File: config.mk
export PLATFORM = sky130hd
export DESIGN_NAME = wot_timer
export DESIGN_NICKNAME = d
export VERILOG_FILES = /design/src/rtl/wot_pkg.sv /design/src/rtl/wot_timer.sv
export SDC_FILE = /design/constraint.sdc
export NUM_CORES = 1
export LEC_CHECK = 0
export BUFFER_PORTS_ARGS = -buffer_cell sky130_fd_sc_hd__clkbuf_2
export CAP_MARGIN = 10
export CORE_MARGIN = 2
export CORE_UTILIZATION = 27
export CTS_CLUSTER_SIZE = 12
export DETAILED_ROUTE_END_ITERATION = 10
export GPL_TIMING_DRIVEN = 0
export SYNTH_ARGS = -nofsm -noshare
export SYNTH_HDL_FRONTEND = slang
export SYNTH_SLANG_ARGS = --single-unit
File: constraint.sdc
create_clock -name core_clk -period 3.3 [get_ports core_clk]
set_clock_uncertainty 0.2 [all_clocks]
set_input_delay 0.165 -clock core_clk [delete_from_list [all_inputs] [get_ports core_clk]]
set_output_delay 0.165 -clock core_clk [all_outputs]
set_load 0.01 [all_outputs]
File: src/rtl/wot_pkg.sv
/*
  constants and types for the wait one-shot pwm timer.
  assumes a 16-bit register port with a 4-bit word address.
*/
`default_nettype none
package wot_pkg;
  // ----------------------------------------------------------------
  // register word addresses
  // ----------------------------------------------------------------
  localparam logic [3:0] ADDR_MODE   = 4'h0; // timer_mode_reg
  localparam logic [3:0] ADDR_CTRL1  = 4'h1; // control_reg_one
  localparam logic [3:0] ADDR_CTRL2  = 4'h2; // control_reg_two
  localparam logic [3:0] ADDR_COUNT  = 4'h3; // counter_value
  localparam logic [3:0] ADDR_PERIOD = 4'h4; // period_compare
  localparam logic [3:0] ADDR_END    = 4'h5; // end_compare
  localparam logic [3:0] ADDR_START  = 4'h6; // start_compare
  localparam logic [3:0] ADDR_FLAGS  = 4'h7; // event_flag_reg, read only
  localparam logic [3:0] ADDR_FCLR   = 4'h8; // flag clear, write only
  localparam logic [3:0] ADDR_IEN    = 4'h9; // interrupt enable

  // ----------------------------------------------------------------
  // field positions
  // ----------------------------------------------------------------
  localparam int RUN_BIT    = 0; // count_run in timer_mode_reg
  localparam int POL_BIT    = 1; // output_polarity in control_reg_one
  localparam int SRC_LSB    = 4; // count_source_select, 3 bits
  localparam int CLR_BIT    = 7; // clear_on_period_match
  localparam int STOP_BIT   = 0; // stop_on_period_match in control_reg_two
  localparam int TRIG_LSB   = 3; // trigger_edge_select, 2 bits
  localparam int FLG_PERIOD = 0;
  localparam int FLG_END    = 1;
  localparam int FLG_START  = 2;
  localparam int FLG_OVF    = 3;

  // ----------------------------------------------------------------
  // count sources and reset values
  // ----------------------------------------------------------------
  localparam logic [2:0] SRC_DIV1  = 3'h0;
  localparam logic [2:0] SRC_DIV2  = 3'h1;
  localparam logic [2:0] SRC_DIV4  = 3'h2;
  localparam logic [2:0] SRC_DIV8  = 3'h3;
  localparam logic [2:0] SRC_DIV32 = 3'h4;
  localparam logic [2:0] SRC_EXT   = 3'h5;
  localparam logic [2:0] SRC_OSC   = 3'h6;
  localparam logic [15:0] RST_CMP   = 16'hffff;
  localparam logic [15:0] RST_ZERO  = 16'h0000;
  localparam logic [15:0] CNT_MAX   = 16'hffff;
  localparam logic [15:0] CNT_ONE   = 16'h0001;

  typedef struct packed {
    logic       polarity;
    logic [2:0] source;
    logic       clearOnMatch;
    logic       stopOnMatch;
    logic [1:0] trigEdge;
  } wot_cfg_t;

  localparam wot_cfg_t CFG_RST = '{1'b0, 3'h0, 1'b0, 1'b0, 2'h0};
endpackage
`default_nettype wire

File: src/rtl/wot_timer.sv
/*
  wait one-shot / periodic pwm timer: counter, three compares, one pulse
  output, register port, sticky event flags with interrupt.
  assumes count clock, fast oscillator and trigger arrive asynchronously
  and are much slower than core_clk.
*/
// How it works
// - counter write meeting the automatic clear is dropped; zero wins.
// - counter write lands one cycle late; back-to-back read sees old value.
// - a flag clear lands one cycle late; a back-to-back read sees old flags.
// - with clear enabled the period is period compare plus one ticks.
// - output is active from start match until end match.
// - with clear enabled the counter goes to zero on period match.
// - polarity zero idles low and pulses high; one inverts all levels.
// - stop on match halts count, idles output, keeps or zeroes counter.
// - source is base divided 1,2,4,8,32, external edge or fast oscillator.
// - with a trigger edge selected, counting starts on that edge while idle.
`timescale 1ns/1ps
`default_nettype none
module wot_timer
  import wot_pkg::*;
(
  input  wire logic        core_clk,
  input  wire logic        nrst,
  input  wire logic [3:0]  addr,
  input  wire logic [15:0] wdata,
  input  wire logic        wrStb,
  input  wire logic        rdStb,
  output logic      [15:0] rdata,
  input  wire logic        extCountClk,
  input  wire logic        fastOscIn,
  input  wire logic        extTrigPin,
  output logic             pulseOut,
  output logic             irq
);
  // ----------------------------------------------------------------
  // pin synchronisers: 3 flops, change taken when 2nd and 3rd agree
  // ----------------------------------------------------------------
  logic [2:0] pinIn;
  logic [2:0] sync1Q, sync2Q, sync3Q, pinQ;
  logic [2:0] pinD, pinRise, pinFall;
  assign pinIn = {extTrigPin, fastOscIn, extCountClk};

  genvar gi;
  generate
    for (gi = 0; gi < 3; gi++) begin : gSync
      assign pinD[gi] = (sync2Q[gi] == sync3Q[gi]) ? sync3Q[gi] : pinQ[gi];
      always_ff @(posedge core_clk) begin
        if (!nrst) begin
          sync1Q[gi] <= 1'b0;
          sync2Q[gi] <= 1'b0;
          sync3Q[gi] <= 1'b0;
          pinQ[gi]   <= 1'b0;
        end else begin
          sync1Q[gi] <= pinIn[gi];
          sync2Q[gi] <= sync1Q[gi];
          sync3Q[gi] <= sync2Q[gi];
          pinQ[gi]   <= pinD[gi];
        end
      end
    end
  endgenerate
  assign pinRise = pinD & ~pinQ;
  assign pinFall = ~pinD & pinQ;

  // ----------------------------------------------------------------
  // registers and decode
  // ----------------------------------------------------------------
  wot_cfg_t    cfgQ, cfgD;
  logic        runQ, runD, countingQ, countingD, activeQ, activeD;
  logic [15:0] cntQ, cntD, periodQ, endQ, startQ;
  logic [3:0]  flagQ, flagD, ienQ, evtSet, fclrMaskQ;
  logic        fclrPendQ, cntPendQ;
  logic [15:0] cntPendValQ;
  logic [4:0]  preQ;
  logic        srcTick, tick, trigEdgeHit;
  logic        matchPeriod, matchEnd, matchStart, stopHit;
  logic        wrMode, wrCtrl1, wrCtrl2, wrCount, wrFclr;
  logic [15:0] rdMux;

  assign wrMode  = wrStb && (addr == ADDR_MODE);
  assign wrCtrl1 = wrStb && (addr == ADDR_CTRL1);
  assign wrCtrl2 = wrStb && (addr == ADDR_CTRL2);
  assign wrCount = wrStb && (addr == ADDR_COUNT);
  assign wrFclr  = wrStb && (addr == ADDR_FCLR);

  // ----------------------------------------------------------------
  // count source; the reserved code gives no tick at all
  // ----------------------------------------------------------------
  assign srcTick =
      (cfgQ.source == SRC_DIV1)  ? 1'b1 :
      (cfgQ.source == SRC_DIV2)  ? preQ[0] :
      (cfgQ.source == SRC_DIV4)  ? (&preQ[1:0]) :
      (cfgQ.source == SRC_DIV8)  ? (&preQ[2:0]) :
      (cfgQ.source == SRC_DIV32) ? (&preQ[4:0]) :
      (cfgQ.source == SRC_EXT)   ? pinRise[0] :
      (cfgQ.source == SRC_OSC)   ? pinRise[1] : 1'b0;
  assign tick = srcTick && countingQ;

  // ----------------------------------------------------------------
  // compares against this tick's counter value
  // ----------------------------------------------------------------
  assign matchPeriod = tick && (cntQ == periodQ);
  assign matchEnd    = tick && (cntQ == endQ);
  assign matchStart  = tick && (cntQ == startQ);
  assign stopHit     = matchPeriod && cfgQ.stopOnMatch;
  assign trigEdgeHit = (cfgQ.trigEdge[0] && pinRise[2]) ||
                       (cfgQ.trigEdge[1] && pinFall[2]);

  // hardware stop beats a same-cycle mode write; software keeps clear of it
  assign runD = stopHit ? 1'b0 : (wrMode ? wdata[RUN_BIT] : runQ);
  assign countingD = runD && ((cfgQ.trigEdge == 2'h0) ||
                     countingQ || (trigEdgeHit && !activeQ));

  assign activeD = (!runD || stopHit) ? 1'b0 :
                   matchEnd ? 1'b0 :
                   matchStart ? 1'b1 : activeQ;

  // clear beats a pending write; write beats an increment
  assign cntD = (matchPeriod && cfgQ.clearOnMatch) ? RST_ZERO :
                cntPendQ ? cntPendValQ :
                (stopHit || !tick) ? cntQ :
                cntQ + CNT_ONE;

  assign cfgD = wrCtrl1 ? '{wdata[POL_BIT], wdata[SRC_LSB +: 3],
                            wdata[CLR_BIT], cfgQ.stopOnMatch,
                            cfgQ.trigEdge} :
                wrCtrl2 ? '{cfgQ.polarity, cfgQ.source,
                            cfgQ.clearOnMatch, wdata[STOP_BIT],
                            wdata[TRIG_LSB +: 2]} : cfgQ;

  assign evtSet = {tick && (cntQ == CNT_MAX) && !matchPeriod,
                   matchStart, matchEnd, matchPeriod};
  // a new event wins over a clear landing in the same cycle
  assign flagD = (fclrPendQ ? (flagQ & ~fclrMaskQ) : flagQ) | evtSet;

  assign rdMux =
      (addr == ADDR_MODE)   ? {15'h0, runQ} :
      (addr == ADDR_CTRL1)  ? {8'h00, cfgQ.clearOnMatch, cfgQ.source,
                               2'h0, cfgQ.polarity, 1'b0} :
      (addr == ADDR_CTRL2)  ? {11'h0, cfgQ.trigEdge, 2'h0,
                               cfgQ.stopOnMatch} :
      (addr == ADDR_COUNT)  ? cntQ :
      (addr == ADDR_PERIOD) ? periodQ :
      (addr == ADDR_END)    ? endQ :
      (addr == ADDR_START)  ? startQ :
      (addr == ADDR_FLAGS)  ? {12'h000, flagQ} :
      (addr == ADDR_IEN)    ? {12'h000, ienQ} : 16'h0000;

  assign irq = |(flagQ & ienQ);

  // ----------------------------------------------------------------
  // state
  // ----------------------------------------------------------------
  always_ff @(posedge core_clk) begin
    if (!nrst) begin
      cfgQ        <= CFG_RST;
      runQ        <= 1'b0;
      countingQ   <= 1'b0;
      activeQ     <= 1'b0;
      pulseOut    <= 1'b0;
      cntQ        <= RST_ZERO;
      periodQ     <= RST_CMP;
      endQ        <= RST_CMP;
      startQ      <= RST_CMP;
      flagQ       <= 4'h0;
      ienQ        <= 4'h0;
      fclrPendQ   <= 1'b0;
      fclrMaskQ   <= 4'h0;
      cntPendQ    <= 1'b0;
      cntPendValQ <= RST_ZERO;
      preQ        <= 5'h00;
      rdata       <= 16'h0000;
    end else begin
      cfgQ        <= cfgD;
      runQ        <= runD;
      countingQ   <= countingD;
      activeQ     <= activeD;
      pulseOut    <= activeD ^ cfgQ.polarity;
      cntQ        <= cntD;
      flagQ       <= flagD;
      fclrPendQ   <= wrFclr;
      fclrMaskQ   <= wrFclr ? wdata[3:0] : 4'h0;
      cntPendQ    <= wrCount;
      cntPendValQ <= wrCount ? wdata : cntPendValQ;
      preQ        <= preQ + 5'h01;
      rdata       <= rdStb ? rdMux : 16'h0000;
      if (wrStb && (addr == ADDR_PERIOD)) begin
        periodQ <= wdata;
      end
      if (wrStb && (addr == ADDR_END)) begin
        endQ <= wdata;
      end
      if (wrStb && (addr == ADDR_START)) begin
        startQ <= wdata;
      end
      if (wrStb && (addr == ADDR_IEN)) begin
        ienQ <= wdata[3:0];
      end
    end
  end
endmodule
`default_nettype wire

After elaboration in Yosys (flattened, before gate mapping)
Cells that the tools add are included.
{"block": "totals", "latchBits": 0, "regBits": 139, "rom_bits": 0, "ramBits": 0, "elab_cells": 146, "in_bits": 27, "mem_count": 0}
{"block": "classes", "n_reduce_logical": 44, "mul": 0, "bitwise": 12, "eq_ne": 23, "addsub": 2, "muxes": 29, "n_shift": 0, "order_cmp": 0, "div": 0}
{"op": "2-to-1 mux 16 bit", "count": 6}
{"op": "== test 16 bit", "count": 3}
{"op": "2-to-1 mux 8 bit", "count": 3}
{"op": "logical AND 1 bit", "count": 21}
{"op": "adder 16 x 1 -> 16 bit (second input constant)", "count": 1}
{"op": "== test 16 bit (second input constant)", "count": 1}
{"op": "== test 4 x 3 -> 1 bit (second input constant)", "count": 4}
{"op": "2-to-1 mux 1 bit", "count": 16}
{"op": "2-to-1 mux 4 bit", "count": 3}
{"op": "== test 3 bit (second input constant)", "count": 3}
{"op": "AND 4 bit", "count": 2}
{"op": "== test 4 x 2 -> 1 bit (second input constant)", "count": 2}
{"op": "== test 4 bit (second input constant)", "count": 2}
{"op": "AND reduction 2 bit", "count": 4}
{"op": "OR reduction 4 bit", "count": 2}
{"op": "AND 3 bit", "count": 2}
{"op": "== test 3 x 2 -> 1 bit (second input constant)", "count": 2}
{"op": "inverter 3 bit", "count": 2}
{"op": "adder 5 x 1 -> 5 bit (second input constant)", "count": 1}
{"op": "logical OR 1 bit", "count": 5}
{"op": "AND reduction 5 bit", "count": 1}
{"op": "OR reduction 5 bit", "count": 1}
{"op": "== test 4 x 1 -> 1 bit (second input constant)", "count": 1}
{"op": "zero test 1 bit", "count": 4}
{"op": "14 further kinds", "count": 18}

Longest topological paths before layout
{"block": "depth", "word_depth": 18, "depth_mapped": 10}

Least setup slack after synthesis
Ideal clock, no wire load.
{"block": "synth_path", "path_kind": "flip-flop to flip-flop", "start": "reg preQ[0]", "end": "reg pulseOut", "path_buffers": 0, "stages_incl_launch_ff": 10, "t_arrival_ns": 2.123, "slack_ns": 0.906, "synth_period_minus_slack_ns": 2.394, "t_required_ns": 3.030, "path_cell_list": "dfxtp_1 -> ha_1 -> and3_1 -> ha_1 -> nor3b_1 -> o21bai_1 -> nand3_2 -> o21ba_1 -> or4_1 -> a21oi_1"}
{"block": "synth_between", "elab_chain_len": 14, "word_cells_on_any_way": 20}
{"item": "start, declared", "line": "wot_timer.sv:75", "text": "logic [4:0] preQ;"}
{"item": "start signal, assigned", "line": "wot_timer.sv:186", "text": "preQ <= preQ + 5'h01;"}
{"item": "AND reduction 5 bit", "line": "wot_timer.sv:95", "text": "(cfgQ.source == SRC_DIV32) ? (&preQ[4:0]) :"}
{"item": "2-to-1 mux 1 bit", "line": "wot_timer.sv:95"}
{"item": "2-to-1 mux 1 bit", "line": "wot_timer.sv:94", "text": "(cfgQ.source == SRC_DIV8) ? (&preQ[2:0]) :"}
{"item": "2-to-1 mux 1 bit", "line": "wot_timer.sv:93", "text": "(cfgQ.source == SRC_DIV4) ? (&preQ[1:0]) :"}
{"item": "2-to-1 mux 1 bit (*)", "line": "wot_timer.sv:92", "text": "(cfgQ.source == SRC_DIV2) ? preQ[0] :"}
{"item": "2-to-1 mux 1 bit (*)", "line": "wot_timer.sv:91", "text": "(cfgQ.source == SRC_DIV1) ? 1'b1 :"}
{"item": "logical AND 1 bit (*)", "line": "wot_timer.sv:98", "text": "assign tick = srcTick && countingQ;"}
{"item": "logical AND 1 bit", "line": "wot_timer.sv:103", "text": "assign matchPeriod = tick && (cntQ == periodQ);"}
{"item": "logical AND 1 bit", "line": "wot_timer.sv:106", "text": "assign stopHit = matchPeriod && cfgQ.stopOnMatch;"}
{"item": "2-to-1 mux 1 bit", "line": "wot_timer.sv:111", "text": "assign runD = stopHit ? 1'b0 : (wrMode ? wdata[RUN_BIT] : runQ);"}
{"item": "zero test 1 bit", "line": "wot_timer.sv:115", "text": "assign activeD = (!runD || stopHit) ? 1'b0 :"}
{"item": "logical OR 1 bit", "line": "wot_timer.sv:115"}
{"item": "2-to-1 mux 1 bit (*)", "line": "wot_timer.sv:115"}
{"item": "XOR 1 bit (*)", "line": "wot_timer.sv:179", "text": "pulseOut <= activeD ^ cfgQ.polarity;"}
{"item": "end signal, assigned", "line": "wot_timer.sv:179"}
{"item": "end, declared", "line": "wot_timer.sv:33", "text": "output logic pulseOut,"}
Mark *: on every way between the ends. The rest lies on a longest branch, timed or not.
A chain may end at the register's enable or synchronous reset.

Worst setup path after layout
{"block": "layout_path", "start": "reg preQ[0]", "end": "reg cntQ[8]"}
{"block": "layout_between", "elab_chain_len": 11, "word_cells_on_any_way": 16}
{"item": "AND reduction 5 bit", "line": "wot_timer.sv:95"}
{"item": "2-to-1 mux 1 bit", "line": "wot_timer.sv:95"}
{"item": "2-to-1 mux 1 bit", "line": "wot_timer.sv:94"}
{"item": "2-to-1 mux 1 bit", "line": "wot_timer.sv:93"}
{"item": "2-to-1 mux 1 bit (*)", "line": "wot_timer.sv:92"}
{"item": "2-to-1 mux 1 bit (*)", "line": "wot_timer.sv:91"}
{"item": "logical AND 1 bit (*)", "line": "wot_timer.sv:98"}
{"item": "logical AND 1 bit", "line": "wot_timer.sv:103"}
{"item": "logical AND 1 bit", "line": "wot_timer.sv:106"}
{"item": "logical OR 1 bit", "line": "wot_timer.sv:122", "text": "(stopHit || !tick) ? cntQ :"}
{"item": "!= test 2 bit (no source line)"}
{"item": "end signal, assigned", "line": "wot_timer.sv:180", "text": "cntQ <= cntD;"}
{"item": "end, declared", "line": "wot_timer.sv:71", "text": "logic [15:0] cntQ, cntD, periodQ, endQ, startQ;"}
Marks and branches as above.

==> flow_metrics.env <==
export IMPL_postRouteAntennaNets=0
export IMPL_hpwl_mm=14.5
export IMPL_cts_made_buffers=17
export IMPL_startpoint_type="flip-flop"
export IMPL_clockRootBuffer="clkbuf_16"
export IMPL_setup_violations=0
export IMPL_clk_pin_slew_ns=0.06
export IMPL_yosys_most_used_dff="dfxtp_1"
export IMPL_grt_pass1_wl_mm=31.0
export IMPL_grt_pass1_vias=5687
export IMPL_core_um2=23500
export IMPL_cts_hold_buf=21
export IMPL_fill_cells=2452
export IMPL_postSynthAreaPerCell_um2=8.18
export IMPL_place_ws_ns=0.465
export IMPL_viasPerCell=4.86
export IMPL_cts_buffer_depth=2
export IMPL_grt_util_met1_pct=19.2
export IMPL_fmax_mhz=349
export IMPL_path_cells="ha_1 -> and3_1 -> ha_1 -> nor3b_1 -> o21bai_1 -> nand3_2 -> clkbuf_1 -> a211oi_1 -> xnor2_1 -> a21oi_1"
export IMPL_antenna_diode_count=0
export IMPL_cp_required_ns=3.40
export IMPL_holdWs_ns=0.0832
export IMPL_total_power_mw=4.11
export IMPL_drtPass1Iterations=5
export IMPL_final_hold_viol_count=0
export IMPL_drive_gt1_share_pct=11.8
export IMPL_synth_nets=822
export IMPL_post_cts_resized=0
export IMPL_drc=0
export IMPL_synthArstFlopShare_pct=0
export IMPL_busiest_layer="met2"
export IMPL_postCtsSetupBuffers=0
export IMPL_insertion_delay_ns=0.43
export IMPL_synth_top_area_share_pct=43.0
export IMPL_grt_usage_pct=15.7
export IMPL_status="completed"
export IMPL_regArea_um2=2780
export IMPL_cp_num_buf_inv=1
export IMPL_maxSlewHeadroom_pct=52.1
export IMPL_num_io_pins=45
export IMPL_cts_tree="yes"
export IMPL_ys_warn_count=0
export IMPL_tns_ns=0
export IMPL_cts_sinks=139
export IMPL_port_buffers=41
export IMPL_multi_input_area_um2=3390
export IMPL_yosysSeqAreaShare_pct=43.0
export IMPL_nets=903
export IMPL_synth_edf_count=0
export IMPL_htreeDepth=4
export IMPL_cp_slowest_stage_delay_ns=0.38
export IMPL_antenna_found_initial=0
export IMPL_tightest_slew_ns=0.718
export IMPL_ir_drop_mv=0.340
export IMPL_gp_congestion=0.926
export IMPL_netlist_instances=791
export IMPL_grt_ovfl_total=0
export IMPL_syn_area_um2=6470
export IMPL_met3_usage_pct=4.57
export IMPL_die_h_um=159
export IMPL_floorplan_initialDensity_pct=27.6
export IMPL_dp_cells=1151
export IMPL_ys_ff_latch=139
export IMPL_layout_cells_non_filler=1203
export IMPL_synth_area_top_cells="dfxtp_1 43%, nand2_1 9.4%, nand3_1 4.9%, mux2i_1 4.6%, xor2_1 4.5%"
export IMPL_totalWireLength_mm=19.5
export IMPL_die_x_um=159
export IMPL_ys_types=51
export IMPL_slew_violations=0
export IMPL_worstPathArrival_ns=2.96
export IMPL_power_density_nw_per_um2=518
export IMPL_crit_top_cell="ha_1"
export IMPL_fin_ws_ns=0.431
export IMPL_synth_top_area_cell="dfxtp_1"
export IMPL_first_iter_violations=417
export IMPL_leakage_nw=3.06
export IMPL_cp_max_fo=10
export IMPL_syn2layout_area_growth_pct=22.6
export IMPL_finalInstanceArea_um2=7940
export IMPL_rsz0062_at_grt="no"
export IMPL_hold_class="in -> reg"
export IMPL_critPathSlowestCell="dfxtp_1"
export IMPL_path_class="reg -> reg"
export IMPL_endpoint_kind="flip-flop"
export IMPL_maxCapViolCount=0
export IMPL_wl_per_cell_um=16.2
export IMPL_final_util_pct=33.8
export IMPL_fin_crit_sh_pct=86.9
export IMPL_routed_via_count=5848
export IMPL_dieArea_um2=25200
export IMPL_grtUsageMet2_pct=25.9
export IMPL_placedInstanceArea_um2=7080
export IMPL_grt_start_max_net_pins=17
export IMPL_min_period_ns=2.87
export IMPL_crit_family="compound AO/OA/AOI/OAI gates"
export IMPL_row_count=56
-- kinds of logic after synthesis --
kind of cell / count (synthesis) / share of synthesized area (%)
and+or+nand+nor: 342 / 24.3
DFF: 139 / 43.0
AOI/OAI and AO/OA: 136 / 13.4
buffers and inverters: 73 / 4.72
xor gates and xnor gates: 62 / 8.39
muxes: 35 / 5.51
adders and majority gates: 4 / 0.773
-- layout make-up --
type	count	area share [%]
clock buffer	20	5.75
tap	319	5.03
inverter	9	0.426
multi-input combinational	579	42.7
clock inverter	11	2.41
timing repair buffer	62	5.23
buffer	64	3.42
sequential	139	35.1
-- cells in the mapped netlist (3+ instances only) --
| master | number |
|---|---|
| a22oi_1 | 14 |
| and2_1 | 18 |
| nor3b_1 | 5 |
| buf_2 | 19 |
| xor2_1 | 33 |
| nor3_1 | 3 |
| clkbuf_1 | 41 |
| nor2b_1 | 3 |
| xnor2_1 | 29 |
| and3_1 | 10 |
| mux2_2 | 5 |
| nand2_1 | 162 |
| inv_1 | 9 |
| a32oi_1 | 3 |
| nand4_1 | 12 |
| a2111oi_0 | 4 |
| nor4_1 | 9 |
| a21oi_1 | 47 |
| nor2_1 | 47 |
| dfxtp_1 | 139 |
| o21ai_0 | 36 |
| mux2i_1 | 30 |
| a211oi_1 | 10 |
| nand3_1 | 63 |
| ha_1 | 4 |
-- worst paths after layout --
kind	start	endpoint	slack (ns)	cells past startpoint
worst min-delay path	addr[0]	fclrPendQ	0.08	3
worst max register to register	preQ[0]	cntQ[8]	0.43	10
worst max-delay path	preQ[0]	cntQ[8]	0.43	10
worst min register to register	sync1Q[0]	sync2Q[0]	0.23	1
-- metal layers --
metal | wire length [um] | vias to the layer above
li1 | - | 2865
met1 | 8530 | 2736
met2 | 9070 | 204
met3 | 1270 | 43
met4 | 621 | 0
met5 | 0 | -
-- state kept, by name (all words and copies together), names as in the netlist --
name / count
startQ: 16
sync2Q: 3
runQ: 1
periodQ: 16
cfgQ: 8
sync3Q: 3
rdata: 16
fclrPendQ: 1
preQ: 5
cntPendValQ: 16
flagQ: 4
sync1Q: 3
endQ: 16
cntPendQ: 1
ienQ: 4
fclrMaskQ: 4
pinQ: 3
cntQ: 16
activeQ: 1
pulseOut: 1
countingQ: 1
-- where the power goes --
group,switching [mW],internal [mW],total (mW)
clock,0.728,1.37,2.10
sequential,0.0241,1.71,1.74
combinational,0.173,0.102,0.275
total,0.925,3.19,4.11
-- worst min-delay path: cells and delay by family --
family	cells	cell delay, ns
buffers and inverters	1	0.13
AND/OR/NAND/NOR	2	0.34
-- layout by cell type, fill, tap and decap left out, drive strengths merged, types with 2 or more instances in the layout --
cell type | Yosys | layout
o21ai | 36 | 36
nand3 | 64 | 64
a32oi | 3 | 3
mux2i | 30 | 30
dlygate4sd3 | 0 | 21
a22o | 2 | 2
bufinv | 0 | 5
a21oi | 47 | 47
a22oi | 14 | 14
dfxtp | 139 | 139
and4 | 2 | 2
mux2 | 5 | 5
o32ai | 2 | 2
buf | 23 | 23
nand4 | 12 | 12
a2111oi | 4 | 4
clkinvlp | 0 | 3
nor3b | 5 | 5
inv | 9 | 10
nor2 | 47 | 47
o31ai | 2 | 2
ha | 4 | 4
nand2 | 162 | 162
a21o | 2 | 2
and3 | 10 | 10
and2 | 18 | 18
a211oi | 10 | 10
nor4 | 10 | 10
xnor2 | 29 | 29
clkbuf | 41 | 102
nand2b | 2 | 2
nor2b | 3 | 3
nor4bb | 2 | 2
xor2 | 33 | 33
o41ai | 2 | 2
clkinv | 0 | 2
a31oi | 4 | 4
nor3 | 3 | 3
Power figures use the tool's default switching activity.
